### src/core/wdt_regs.vh
// Constants for the watchdog timer unit: field positions, reset values, timing.
// Definitions only; included by the prescaler and the watchdog timer unit design files.
`ifndef WDT_REGS_VH
`define WDT_REGS_VH

// Reset control register bit positions
`define WDT_RESET_CONTROL_REGISTER_SWEN_BIT 5
`define WDT_RESET_CONTROL_REGISTER_TO_BIT 4
`define WDT_RESET_CONTROL_REGISTER_SLEEP_BIT 3
`define WDT_RESET_CONTROL_REGISTER_IDLE_BIT 2

// Config word field positions
`define WDT_CFG_POST_LSB 0
`define WDT_CFG_POST_MSB 3
`define WDT_CFG_PRE_BIT 4
`define WDT_CFG_WINDOW_DISABLE_BIT 6
`define WDT_CFG_FEN_BIT 7

// Prescale ratios
`define WDT_PRE_SMALL 8'h20
`define WDT_PRE_LARGE 8'h80

// Reset values
`define WDT_FLAG_RESET 1'b0
`define WDT_SWEN_RESET 1'b0

// Nominal low-power clock in Hz and system clock in Hz
`define WDT_LOW_POWER_RC_OSC_HZ 32000
`define WDT_CLK_HZ 20000000
// Core-clock cycles per low-power tick (rounded down)
`define WDT_TICK_CYCLES (`WDT_CLK_HZ / `WDT_LOW_POWER_RC_OSC_HZ)

`endif

### src/core/wdt_prescaler.v
// Prescaler: divides the low-power tick stream by 32 or 128.
// Assumes tickIn is a one-cycle pulse in the core clock domain.
`timescale 1ns/1ps
`include "wdt_regs.vh"
module wdt_prescaler (
	input wire clk,
	input wire nrst,
	input wire ce,
	input wire clear,
	input wire run,
	input wire divLarge,
	input wire tickIn,
	output reg tickOut
);
	reg [7:0] cnt_r;
	wire [7:0] lastVal;
	assign lastVal = divLarge ? (`WDT_PRE_LARGE - 8'h01) : (`WDT_PRE_SMALL - 8'h01);
	always @(posedge clk or negedge nrst) begin
		if (!nrst) begin
			cnt_r <= 8'h00;
			tickOut <= 1'b0;
		end else if (ce) begin
			tickOut <= 1'b0;
			if (clear || !run) begin
				cnt_r <= 8'h00;
			end else if (tickIn) begin
				if (cnt_r >= lastVal) begin
					cnt_r <= 8'h00;
					tickOut <= 1'b1;
				end else begin
					cnt_r <= cnt_r + 8'h01;
				end
			end
		end
	end
endmodule // wdt_prescaler

### src/core/wdt_postscaler.v
// Postscaler: counts prescaler ticks to 2^sel and flags the time-out.
// Assumes tickIn is a one-cycle pulse; timeout is a one-cycle pulse.
`timescale 1ns/1ps
module wdt_postscaler #(
	parameter WIDTH = 16
) (
	input wire clk,
	input wire nrst,
	input wire ce,
	input wire clear,
	input wire run,
	input wire [3:0] sel,
	input wire tickIn,
	output reg timeout,
	output reg [WIDTH-1:0] count
);
	wire [WIDTH-1:0] lastVal;
	assign lastVal = ({{(WIDTH-1){1'b0}}, 1'b1} << sel) - {{(WIDTH-1){1'b0}}, 1'b1};
	always @(posedge clk or negedge nrst) begin
		if (!nrst) begin
			count <= {WIDTH{1'b0}};
			timeout <= 1'b0;
		end else if (ce) begin
			timeout <= 1'b0;
			if (clear || !run) begin
				count <= {WIDTH{1'b0}};
			end else if (tickIn) begin
				if (count >= lastVal) begin
					count <= {WIDTH{1'b0}};
					timeout <= 1'b1;
				end else begin
					count <= count + {{(WIDTH-1){1'b0}}, 1'b1};
				end
			end
		end
	end
endmodule // wdt_postscaler

### src/core/watchdog_timer_unit.v
// Watchdog timer unit: tick generator, prescaler, postscaler, enable,
// clear events, time-out flag, wake and reset requests, window check.
// Assumes CPU event strobes are one-cycle pulses on clk; config bits static.
`timescale 1ns/1ps
`include "wdt_regs.vh"
module watchdog_timer_unit #(
	parameter TICK_CYCLES = `WDT_TICK_CYCLES,
	parameter POST_WIDTH = 16
) (
	input wire clk,
	input wire nrst,
	input wire ce,
	// Configuration word bits
	input wire [3:0] postscaleSelect,
	input wire prescaleSelect,
	input wire windowDisable,
	input wire fixedWatchdogEnable,
	input wire [1:0] windowSelect,
	// Software enable bit write
	input wire softwareEnableWr,
	input wire softwareEnableIn,
	// Flag clear strobe from software
	input wire timeoutFlagClr,
	// CPU event strobes and the sleepOrIdle level
	input wire clearWatchdogInstruction,
	input wire powerSaveInstruction,
	input wire powerSaveExit,
	input wire clockSwitchDone,
	input wire sleepOrIdle,
	// Status and requests
	output reg softwareWatchdogEnable,
	output reg watchdogTimeoutFlag,
	output reg wakeRequest,
	output reg resetRequest,
	output reg windowViolation,
	output wire lowPowerRcOscEnable,
	output wire watchdogActive,
	output reg [POST_WIDTH-1:0] postCount
);
	////////////////////////////////////////////////////////////////////
	// Enable
	wire enabled;
	assign enabled = fixedWatchdogEnable | softwareWatchdogEnable;
	assign watchdogActive = enabled;
	assign lowPowerRcOscEnable = enabled;

	always @(posedge clk or negedge nrst) begin
		if (!nrst) begin
			softwareWatchdogEnable <= `WDT_SWEN_RESET;
		end else if (ce && softwareEnableWr) begin
			softwareWatchdogEnable <= softwareEnableIn;
		end
	end

	////////////////////////////////////////////////////////////////////
	// Clear events
	wire windowed;
	wire earlyClear;
	wire clrCounts;
	wire postTimeout;
	wire [POST_WIDTH-1:0] postCountW;
	reg [POST_WIDTH-1:0] windowOpen;
	wire [POST_WIDTH-1:0] periodLen;
	assign windowed = ~windowDisable;
	assign periodLen = {{(POST_WIDTH-1){1'b0}}, 1'b1} << postscaleSelect;

	// Window opens at 75/50/37.5/25 percent of the period for select 0..3; always open when postscaleSelect is below 3
	always @* begin
		windowOpen = {POST_WIDTH{1'b0}};
		if (postscaleSelect >= 4'h3) begin
			case (windowSelect)
			// Sums of shifts keep the width; a product would widen to 32 bits
			2'b00: windowOpen = (periodLen >> 1) + (periodLen >> 2);
			2'b01: windowOpen = periodLen >> 1;
			2'b10: windowOpen = (periodLen >> 2) + (periodLen >> 3);
			default: windowOpen = periodLen >> 2;
			endcase
		end
	end

	// Only in normal running does the instruction clear or get checked
	assign earlyClear = windowed && enabled && clearWatchdogInstruction && !sleepOrIdle
		&& (postCountW < windowOpen);
	assign clrCounts = (clearWatchdogInstruction && !sleepOrIdle)
		| powerSaveInstruction
		| powerSaveExit
		| clockSwitchDone;

	////////////////////////////////////////////////////////////////////
	// Low-power tick stands in for the RC oscillator edge
	reg [15:0] tickCnt_r;
	reg tick_r;
	always @(posedge clk or negedge nrst) begin
		if (!nrst) begin
			tickCnt_r <= 16'h0000;
			tick_r <= 1'b0;
		end else if (ce) begin
			tick_r <= 1'b0;
			if (!enabled) begin
				tickCnt_r <= 16'h0000;
			end else if (tickCnt_r >= TICK_CYCLES[15:0] - 16'h0001) begin
				tickCnt_r <= 16'h0000;
				tick_r <= 1'b1;
			end else begin
				tickCnt_r <= tickCnt_r + 16'h0001;
			end
		end
	end

	////////////////////////////////////////////////////////////////////
	// Divider chain; runs regardless of sleep state
	wire preTick;
	wdt_prescaler u_pre (
		.clk(clk),
		.nrst(nrst),
		.ce(ce),
		.clear(clrCounts),
		.run(enabled),
		.divLarge(prescaleSelect),
		.tickIn(tick_r),
		.tickOut(preTick)
	);

	wdt_postscaler #(.WIDTH(POST_WIDTH)) u_post (
		.clk(clk),
		.nrst(nrst),
		.ce(ce),
		.clear(clrCounts),
		.run(enabled),
		.sel(postscaleSelect),
		.tickIn(preTick),
		.timeout(postTimeout),
		.count(postCountW)
	);

	always @(posedge clk or negedge nrst) begin
		if (!nrst) begin
			postCount <= {POST_WIDTH{1'b0}};
		end else if (ce) begin
			postCount <= postCountW;
		end
	end

	////////////////////////////////////////////////////////////////////
	// Flag and requests
	wire tmo;
	assign tmo = postTimeout && enabled;

	always @(posedge clk or negedge nrst) begin
		if (!nrst) begin
			watchdogTimeoutFlag <= `WDT_FLAG_RESET;
			wakeRequest <= 1'b0;
			resetRequest <= 1'b0;
			windowViolation <= 1'b0;
		end else if (ce) begin
			// Set wins over a coincident software clear
			if (tmo) begin
				watchdogTimeoutFlag <= 1'b1;
			end else if (timeoutFlagClr) begin
				watchdogTimeoutFlag <= 1'b0;
			end
			wakeRequest <= tmo && sleepOrIdle;
			resetRequest <= (tmo && !sleepOrIdle) || earlyClear;
			windowViolation <= earlyClear;
		end
	end
endmodule // watchdog_timer_unit

### config.mk
export PLATFORM = sky130hd
export DESIGN_NAME = watchdog_timer_unit
export DESIGN_NICKNAME = d
export VERILOG_FILES = /design/src/core/wdt_prescaler.v /design/src/core/wdt_postscaler.v /design/src/core/watchdog_timer_unit.v
export VERILOG_INCLUDE_DIRS = /design/src /design/src/core
export SDC_FILE = /design/constraint.sdc
export NUM_CORES = 1
export LEC_CHECK = 0
export ABC_AREA = 0
export BUFFER_PORTS_ARGS = -buffer_cell sky130_fd_sc_hd__buf_2
export CAP_MARGIN = 10
export CORE_MARGIN = 2
export CORE_UTILIZATION = 65
export CTS_CLUSTER_SIZE = 8
export DETAILED_ROUTE_END_ITERATION = 7
export PLACE_DENSITY = 0.94
export SLEW_MARGIN = 20
export SYNTH_ARGS = -nofsm -noshare
export SYNTH_HDL_FRONTEND = slang
export SYNTH_SLANG_ARGS = --single-unit
export TNS_END_PERCENT = 30
### constraint.sdc
create_clock -name clk -period 3.6 [get_ports clk]
set_input_delay 0.54 -clock clk [delete_from_list [all_inputs] [get_ports clk]]
set_output_delay 0.54 -clock clk [all_outputs]
set_load 0.02 [all_outputs]
==> run summary, run 1 <==
Status -> stopped before the end
Last stage -> global routing
Err -> [ERROR GRT-0116] Global routing finished with congestion. Check the congestion regions in the DRC Viewer.
Count of different cell masters after synthesis -> 64
Top cells by area, synth -> dfrtp_1 (27%), ha_1 (15%), nand2_1 (5.0%)
Std cell rows -> 34
Die W -> 99.5 um
Share of synthesized registers carrying an async set or reset -> 1.00
Syn avg cell area -> 8.34 um2
Clk buf depth -> 2
Warnings, synthesis -> 0
Routability cong. -> 1.09
I/O Buffers -> 42
Largest net degree at the start of global routing -> 50
Syn Nets -> 804
Total CTS buffers -> 9
H-tree depth -> 3
Cell Area, Synth -> 5930 um2
Synthesized netlist cell count -> 711
Top_reg_cell synth -> dfrtp_1
Clock root buffer -> clkbuf_8
First-pass GRT wire length -> 48100 um
Post-DP HPWL -> 14500 um
Sequential share of the synthesized area -> 0.270
Synth Register Bits -> 64
Synth top area share -> 0.270
Vias in the first global route -> 8476
Largest area contributor in the netlist -> dfrtp_1
Post-synth EDFFs -> 0
I/O pin count -> 43
Die height -> 99.5 um
Gr ovfl total -> 6
CTS sink cnt -> 64
CTS Hold Buffers Added -> 0
GRT Util Overall -> 0.638
Initial Util -> 0.677
==> per-layer routing <==
| layer | global-route usage | overflow |
|---|---|---|
| met4 | 0.606 | 4 |
| met3 | 0.440 | 0 |
| met5 | 0.185 | 0 |
| met2 | 0.825 | 2 |
| met1 | 0.657 | 0 |
==> per-stage QoR <==
step | instances | TNS [ps] | setup WS, ps | area, um2
global placement | 940 | -6350 | -756 | 7180
CTS | 964 | -601 | -249 | 7730
floorplan | 711 | -768 | -195 | 6230
detailed placement | 940 | -10870 | -979 | 7180
==> synthesized netlist by cell type (all sizes together), types with 5 or more instances <==
library cell	n
xor2	23
o22ai	6
nand4	14
nor3	16
nand2b	11
and3	8
clkbuf	27
nor2b	8
a21oi	37
or3	5
nand3	25
o21ai	41
a31oi	12
nor2	71
mux2	18
a21o	16
ha	71
a211oi	8
dfrtp	64
inv	36
nand2	79
xnor2	32
buf	5
and2	7
==> logic make-up after synthesis <==
logic type               synth area share
flip-flops                          0.270
buffers and inverters              0.0449
multiplexers                       0.0511
adder cells (fa/ha/maj)             0.157
AND/OR/NAND/NOR                     0.205
XOR/XNOR                           0.0812
AO/OA/AOI/OAI                       0.191
==> what timing repair did <==
| item | in CTS |
|---|---|
| setup endpoints to repair | 19 |
| setup buffers | 8 |
| gates cloned | 0 |
| gates resized for setup | 64 |
| pin swaps | 26 |
==> run 2, diff against run 1 <==
- CORE_UTILIZATION: 65 -> 40
- CTS_CLUSTER_SIZE: 8 -> default
- PLACE_DENSITY: 0.94 -> default
- PLACE_DENSITY_LB_ADDON: default -> 0.15
==> run 2 against run 1 <==
  * The flow now finishes, with violations (negative setup slack)
  * Synthesized area stayed put
  * Synthesized cell count is the same
==> run summary, run 2 <==
Registers with the most flip-flops -> postCount x16, tickCnt_r x16, u_post.count x16
Area occupied by multi-input gates -> 4670 um2
I/O pin count -> 43
Min-delay worst type -> input pin to async pin
Clock root buffer -> clkbuf_16
CTS Hold Buffers Added -> 0
Final Util -> 0.563
Top_reg_cell synth -> dfrtp_1
Initial DRC Count -> 338
Count of different cell masters after synthesis -> 64
CP arrival -> 4030 ps
Synthesized netlist cell count -> 711
Power Density -> 249 nW/um2
LEAKAGE -> 3.98 nW
DIE AREA -> 15800 um2
Syn avg cell area -> 8.34 um2
Gr ovfl total -> 0
Setup-failing EPs final -> 2
Post-synth EDFFs -> 0
Fillers -> 1354
Largest net degree at the start of global routing -> 53
Layout cell share with drive strength beyond 1 -> 0.365
Clock Latency Late Sink -> 330 ps
Post-DP HPWL -> 14100 um
Setup TNS Final -> -449 ps
Warnings, synthesis -> 0
H-tree depth -> 3
Routed len/inst -> 16.9 um
Initial Util -> 0.408
Die W -> 126 um
Top cells by area, synth -> dfrtp_1 (27%), ha_1 (15%), nand2_1 (5.0%)
Max FO, Critical Path -> 5
Vias in the first global route -> 5856
ANT nets after route -> 0
Slew Viols, Final -> 0
Reg2Reg Launch Point -> tickCnt_r[12]
CP required -> 3780 ps
Synth top area share -> 0.270
First-pass DRT Iterations -> 5
Clock Pin Slew Worst Setup and Hold Paths -> 50 ps
Reg2Reg Depth -> 5
Synthesis-to-layout area growth -> 38.1%
Synth Register Bits -> 64
Core area -> 14500 um2
Status -> finished, violations left
GRT Util Overall -> 0.230
Commonest cells post-synth -> nand2_1 (79), ha_1 (71), nor2_1 (71), dfrtp_1 (64), o21ai_0 (40)
Failing checks -> negative setup slack
Top-count cell post-synth -> nand2_1
CTS sink cnt -> 64
Die height -> 126 um
Total Wirelength -> 17800 um
Post-Route Skew -> 14.6 ps
R2r setup slk -> 1210 ps
Worst Setup Path Type -> input pin to flip-flop
FMAX -> 0.260 GHz
Via Count -> 5825
CP Launch Type -> input pin
CTS tree -> built
Peak supply drop -> 221 uV
First-pass GRT wire length -> 29700 um
Worst setup margin -> -243 ps
Antenna violations before repair -> 0
Total CTS buffers -> 9
Post-route DRC -> 0
Storage element area -> 1600 um2
Routability cong. -> 0.924
Syn Nets -> 804
Shortest period the worst path allows -> 3840 ps
Antenna diodes -> 0
Nets -> 956
Largest area contributor in the netlist -> dfrtp_1
Relative max-transition margin -> 0.543
Share of synthesized registers carrying an async set or reset -> 1.00
Commonest non-fill, non-tap cells in the layout -> buf_4 (126), nand2_1 (75), dfrtp_1 (64)
Clk buf depth -> 2
Sequential share of the synthesized area -> 0.270
Vias per cell -> 5.54
PnR Total Power -> 2.04 mW
Most common cell after layout, fill and taps aside -> buf_4
I/O Buffers -> 42
Final worst path period share -> 1.07
RSZ-0062 raised after global routing -> yes
Worst R2R End -> tickCnt_r[10]
Std cell rows -> 44
Total of max-cap violations -> 0
Crit. End Element -> flip-flop
Measured slew at the worst slew-check pin -> 684 ps
Cell Area, Synth -> 5930 um2
Final hold violation count -> 0
==> run 2: cell counts after synthesis <==
Identical to the previous run, type by type.
==> run 2: how the worst max path moves through the flow <==
stage	startpoint	end	slack [ps]	cells after the start
detailed placement	postscaleSelect[0]	windowViolation	-780	19
global placement	postscaleSelect[2]	windowViolation	-810	18
finish	postscaleSelect[1]	windowViolation	-240	21
global route	postscaleSelect[3]	windowViolation	-440	21
CTS	postscaleSelect[1]	windowViolation	-220	17
floorplan	postscaleSelect[1]	windowViolation	-190	17
==> run 2: logic make-up (layout without fill, tap and decap cells) <==
group           Yosys count  after routing  share of synthesized area
fa+ha+maj                73             73                      0.157
xor+xnor                 55             55                     0.0812
mux                      23             23                     0.0511
flops                    64             64                      0.270
buf+inv                  68            225                     0.0449
simple gates            258            258                      0.205
compound gates          170            170                      0.191
==> run 2: worst max-delay path, cell delays in order <==
cell and delay, ps:
buf_8 100, buf_4 120, nor2b_4 130, nand2_4 90
inv_2 60, ha_4 160, fa_2 400, buf_6 150
a21o_1 190, nand4_1 140, nand2_2 100, a31oi_1 220
xor2_1 90, a221o_1 350, ha_1 290, nand2_1 60
nor3_2 240, and3_4 240, nand3_2 70, o221ai_2 190
o21ai_1 90
==> run 2: repair_timing <==
item | 4_1_cts | 5_1_grt
pin swaps | 34 | 22
setup buffers | 9 | 5
resized for setup | 68 | 32
endpoints found under the setup margin | 18 | 19
endpoints found under the hold margin | 0 | 0
==> run 2: layout make-up <==
cell class	count	share of cell area
clock inverter	6	0.00519
clock buffer	10	0.0292
multi-input combinational	579	0.570
sequential	64	0.196
inverter	36	0.0165
timing repair buffer	173	0.156
tap	184	0.0281
==> run 2: metrics by stage <==
stage	hold slack [ps]	std cells	instance area [um2]	worst slack (ps)
2_1_floorplan	244	711	6230	-195
3_3_place_gp	471	1023	7340	-815
4_1_cts	270	1048	8000	-218
3_5_place_dp	490	1023	7340	-778
5_1_grt	302	1052	8190	-443
6_report	243	1052	8190	-243
==> run 2: power by group <==
part           total, mW  switching [mW]  internal, mW  leakage [nW]
Clock              0.814           0.329         0.485         0.135
Sequential         0.751          0.0156         0.736         0.886
Combinational      0.478           0.264         0.214          2.96
Total               2.04           0.608          1.43          3.98
==> run 2: metal layers <==
layer | vias up | track usage | wire (um)
li1 | 2853 | - | -
met1 | 2790 | 0.295 | 7930
met2 | 146 | 0.397 | 8690
met3 | 36 | 0.0268 | 598
met4 | 0 | 0.0924 | 566
met5 | - | 0 | 0
Note: power is estimated with default switching activity, not from simulation.
==> run 3, diff against run 2 <==
- CORE_ASPECT_RATIO: default -> 1.25
==> run 3 against run 2 <==
  * The run ends with design-rule violations, negative setup slack left
  * Global-route usage shrank 0.24 points
  * Setup slack gained 77 ps
  * Clock power grew 7.7%
  * Critical path depth shrank 2
  * Total power grew 3.7%
  * Maximum frequency grew 2.1%
  * Largest cell class unchanged
==> run summary, run 3 (synthesized netlist as in run 2, its figures left out) <==
Status -> finished, violations left
Failing checks -> design-rule violations, negative setup slack
Shortest period the worst path allows -> 3770 ps
Clock Pin Slew Worst Setup and Hold Paths -> 50 ps
Antenna violations before repair -> 0
Crit-path cells -> buf_12, buf_12, buf_4, nor3_4, buf_4, ha_2, buf_4, nor3_4, a2111oi_4, nand2b_4, buf_4, xor2_1, o221ai_2, ha_1, and4_1, a221o_1, a221oi_2, o221ai_2, o21ai_1
LEAKAGE -> 4.08 nW
Largest net degree at the start of global routing -> 43
Via Count -> 5833
Clk buf depth -> 2
Post-Place Worst Slack -> -795 ps
Power Density -> 253 nW/um2
CP required -> 3850 ps
Routed len/inst -> 16.9 um
First-pass DRT Iterations -> 8
Metal3 WL -> 622 um
Placed instance count -> 1018
Layout cell share with drive strength beyond 1 -> 0.376
Max FO, Critical Path -> 6
Post-Route Skew -> 8.25 ps
Setup-failing EPs final -> 2
Total of max-cap violations -> 0
Slowest cell on the critical path -> a221o_1
Biggest cell delay along the critical path -> 340 ps
Gr ovfl total -> 0
Std cell rows -> 49
Vias in the first global route -> 6061
Most common cell after layout, fill and taps aside -> buf_4
Top Layer Used -> met4
CTS tree -> built
Die W -> 113 um
M1 WL -> 7290 um
I/O Buffers -> 42
Worst setup margin -> -166 ps
Slew Viols, Final -> 0
Hold_ws -> 340 ps
First-pass GRT wire length -> 29200 um
Peak supply drop -> 200 uV
Clock Latency Late Sink -> 330 ps
Met2 WL -> 9360 um
Critical path buffer and inverter count -> 6
Setup TNS Final -> -291 ps
Core area -> 14500 um2
Total CTS buffers -> 9
Clock root buffer -> clkbuf_16
I/O pin count -> 43
Final worst path period share -> 1.05
FMAX -> 0.266 GHz
Min-delay worst type -> input pin to async pin
Registers with the most flip-flops -> postCount x16, tickCnt_r x16, u_post.count x16
CTS Hold Buffers Added -> 0
CP Launch Type -> input pin
Die height -> 140 um
H-tree depth -> 3
Routability cong. -> 0.951
RSZ-0062 raised after global routing -> yes
Family with the most delay on the worst path -> compound AO/OA/AOI/OAI gates
Crit. End Element -> flip-flop
GRT Util Overall -> 0.228
Final hold violation count -> 0
Post-DP HPWL -> 14100 um
Relative max-transition margin -> 0.399
DIE AREA -> 15800 um2
Vias per cell -> 5.51
Total Wirelength -> 17900 um
Initial DRC Count -> 434
Final Util -> 0.580
Post-route DRC -> 7
Worst Setup Path Type -> input pin to flip-flop
Antenna diodes -> 0
Initial Util -> 0.410
CP arrival -> 4010 ps
Nets -> 969
Finished Layout Cells -> 1059
CTS sink cnt -> 64
ANT nets after route -> 0
Commonest non-fill, non-tap cells in the layout -> buf_4 (137), nand2_1 (73), dfrtp_1 (64)
Measured slew at the worst slew-check pin -> 901 ps
Synthesis-to-layout area growth -> 41.4%
Cell repeated most along the worst path -> buf_4
## run 3: changes by cell type in the layout (fill, tap and decap cells not counted), sizes merged
cell	before	now
clkbuf	10	11
clkinv	3	2
inv	37	36
bufinv	0	1
buf	173	186
## run 3: repair_timing
action                                  in CTS  in global routing
pin swaps                                   49                 13
buffers inserted                            22                  3
gates resized for setup                     92                 16
endpoints found under the setup margin      18                 18
endpoints found under the hold margin        0                  0
## run 3: path summary, 6_finish.rpt
kind | startpoint | end | slack [ps] | cells after the start
hold reg to reg | tickCnt_r[15] | tickCnt_r[15] | 500 | 2
hold / removal | nrst | u_pre.cnt_r[5] | 340 | 1
min in group clk | softwareEnableIn | softwareWatchdogEnable | 450 | 2
setup reg to reg | tickCnt_r[12] | tickCnt_r[12] | 1160 | 5
setup / recovery | postscaleSelect[3] | windowViolation | -170 | 19
max in group asynchronous | nrst | tickCnt_r[14] | 2550 | 2
## run 3: area by class of cell
type	instances	area, um2
sequential	64	1600
inverter	36	138
timing repair buffer	186	1400
multi-input combinational	579	4720
clock inverter	5	55.1
tap	178	223
fill	1244	6080
clock buffer	11	253
## run 3: metrics by stage
stage,area [um2],power (mW)
final,8390,2.12
after global routing,8390,2.21
after CTS,8290,2.12
after detailed placement,7350,1.19
after global placement,7350,1.18
after floorplan,6230,1.03
## run 3: worst reg2reg max path, stage by stage, from the launching register on
cell and delay (ps):
dfrtp_1 410, or4_1 540, a2111oi_1 710, nand2_1 190
and2_1 340, nor2_1 170
## run 3: metal layers
layer  vias to the layer above  track usage
li1                       2867            -
met1                      2775        0.260
met2                       149        0.430
met3                        42       0.0247
met4                         0       0.0924
met5                         -            0
## run 3: report_power, final
part	switching [mW]	internal, mW	leakage, nW	total, mW
combinational	0.265	0.225	3.04	0.490
clock	0.307	0.570	0.148	0.877
sequential	0.0146	0.736	0.886	0.751
total	0.587	1.53	4.08	2.12
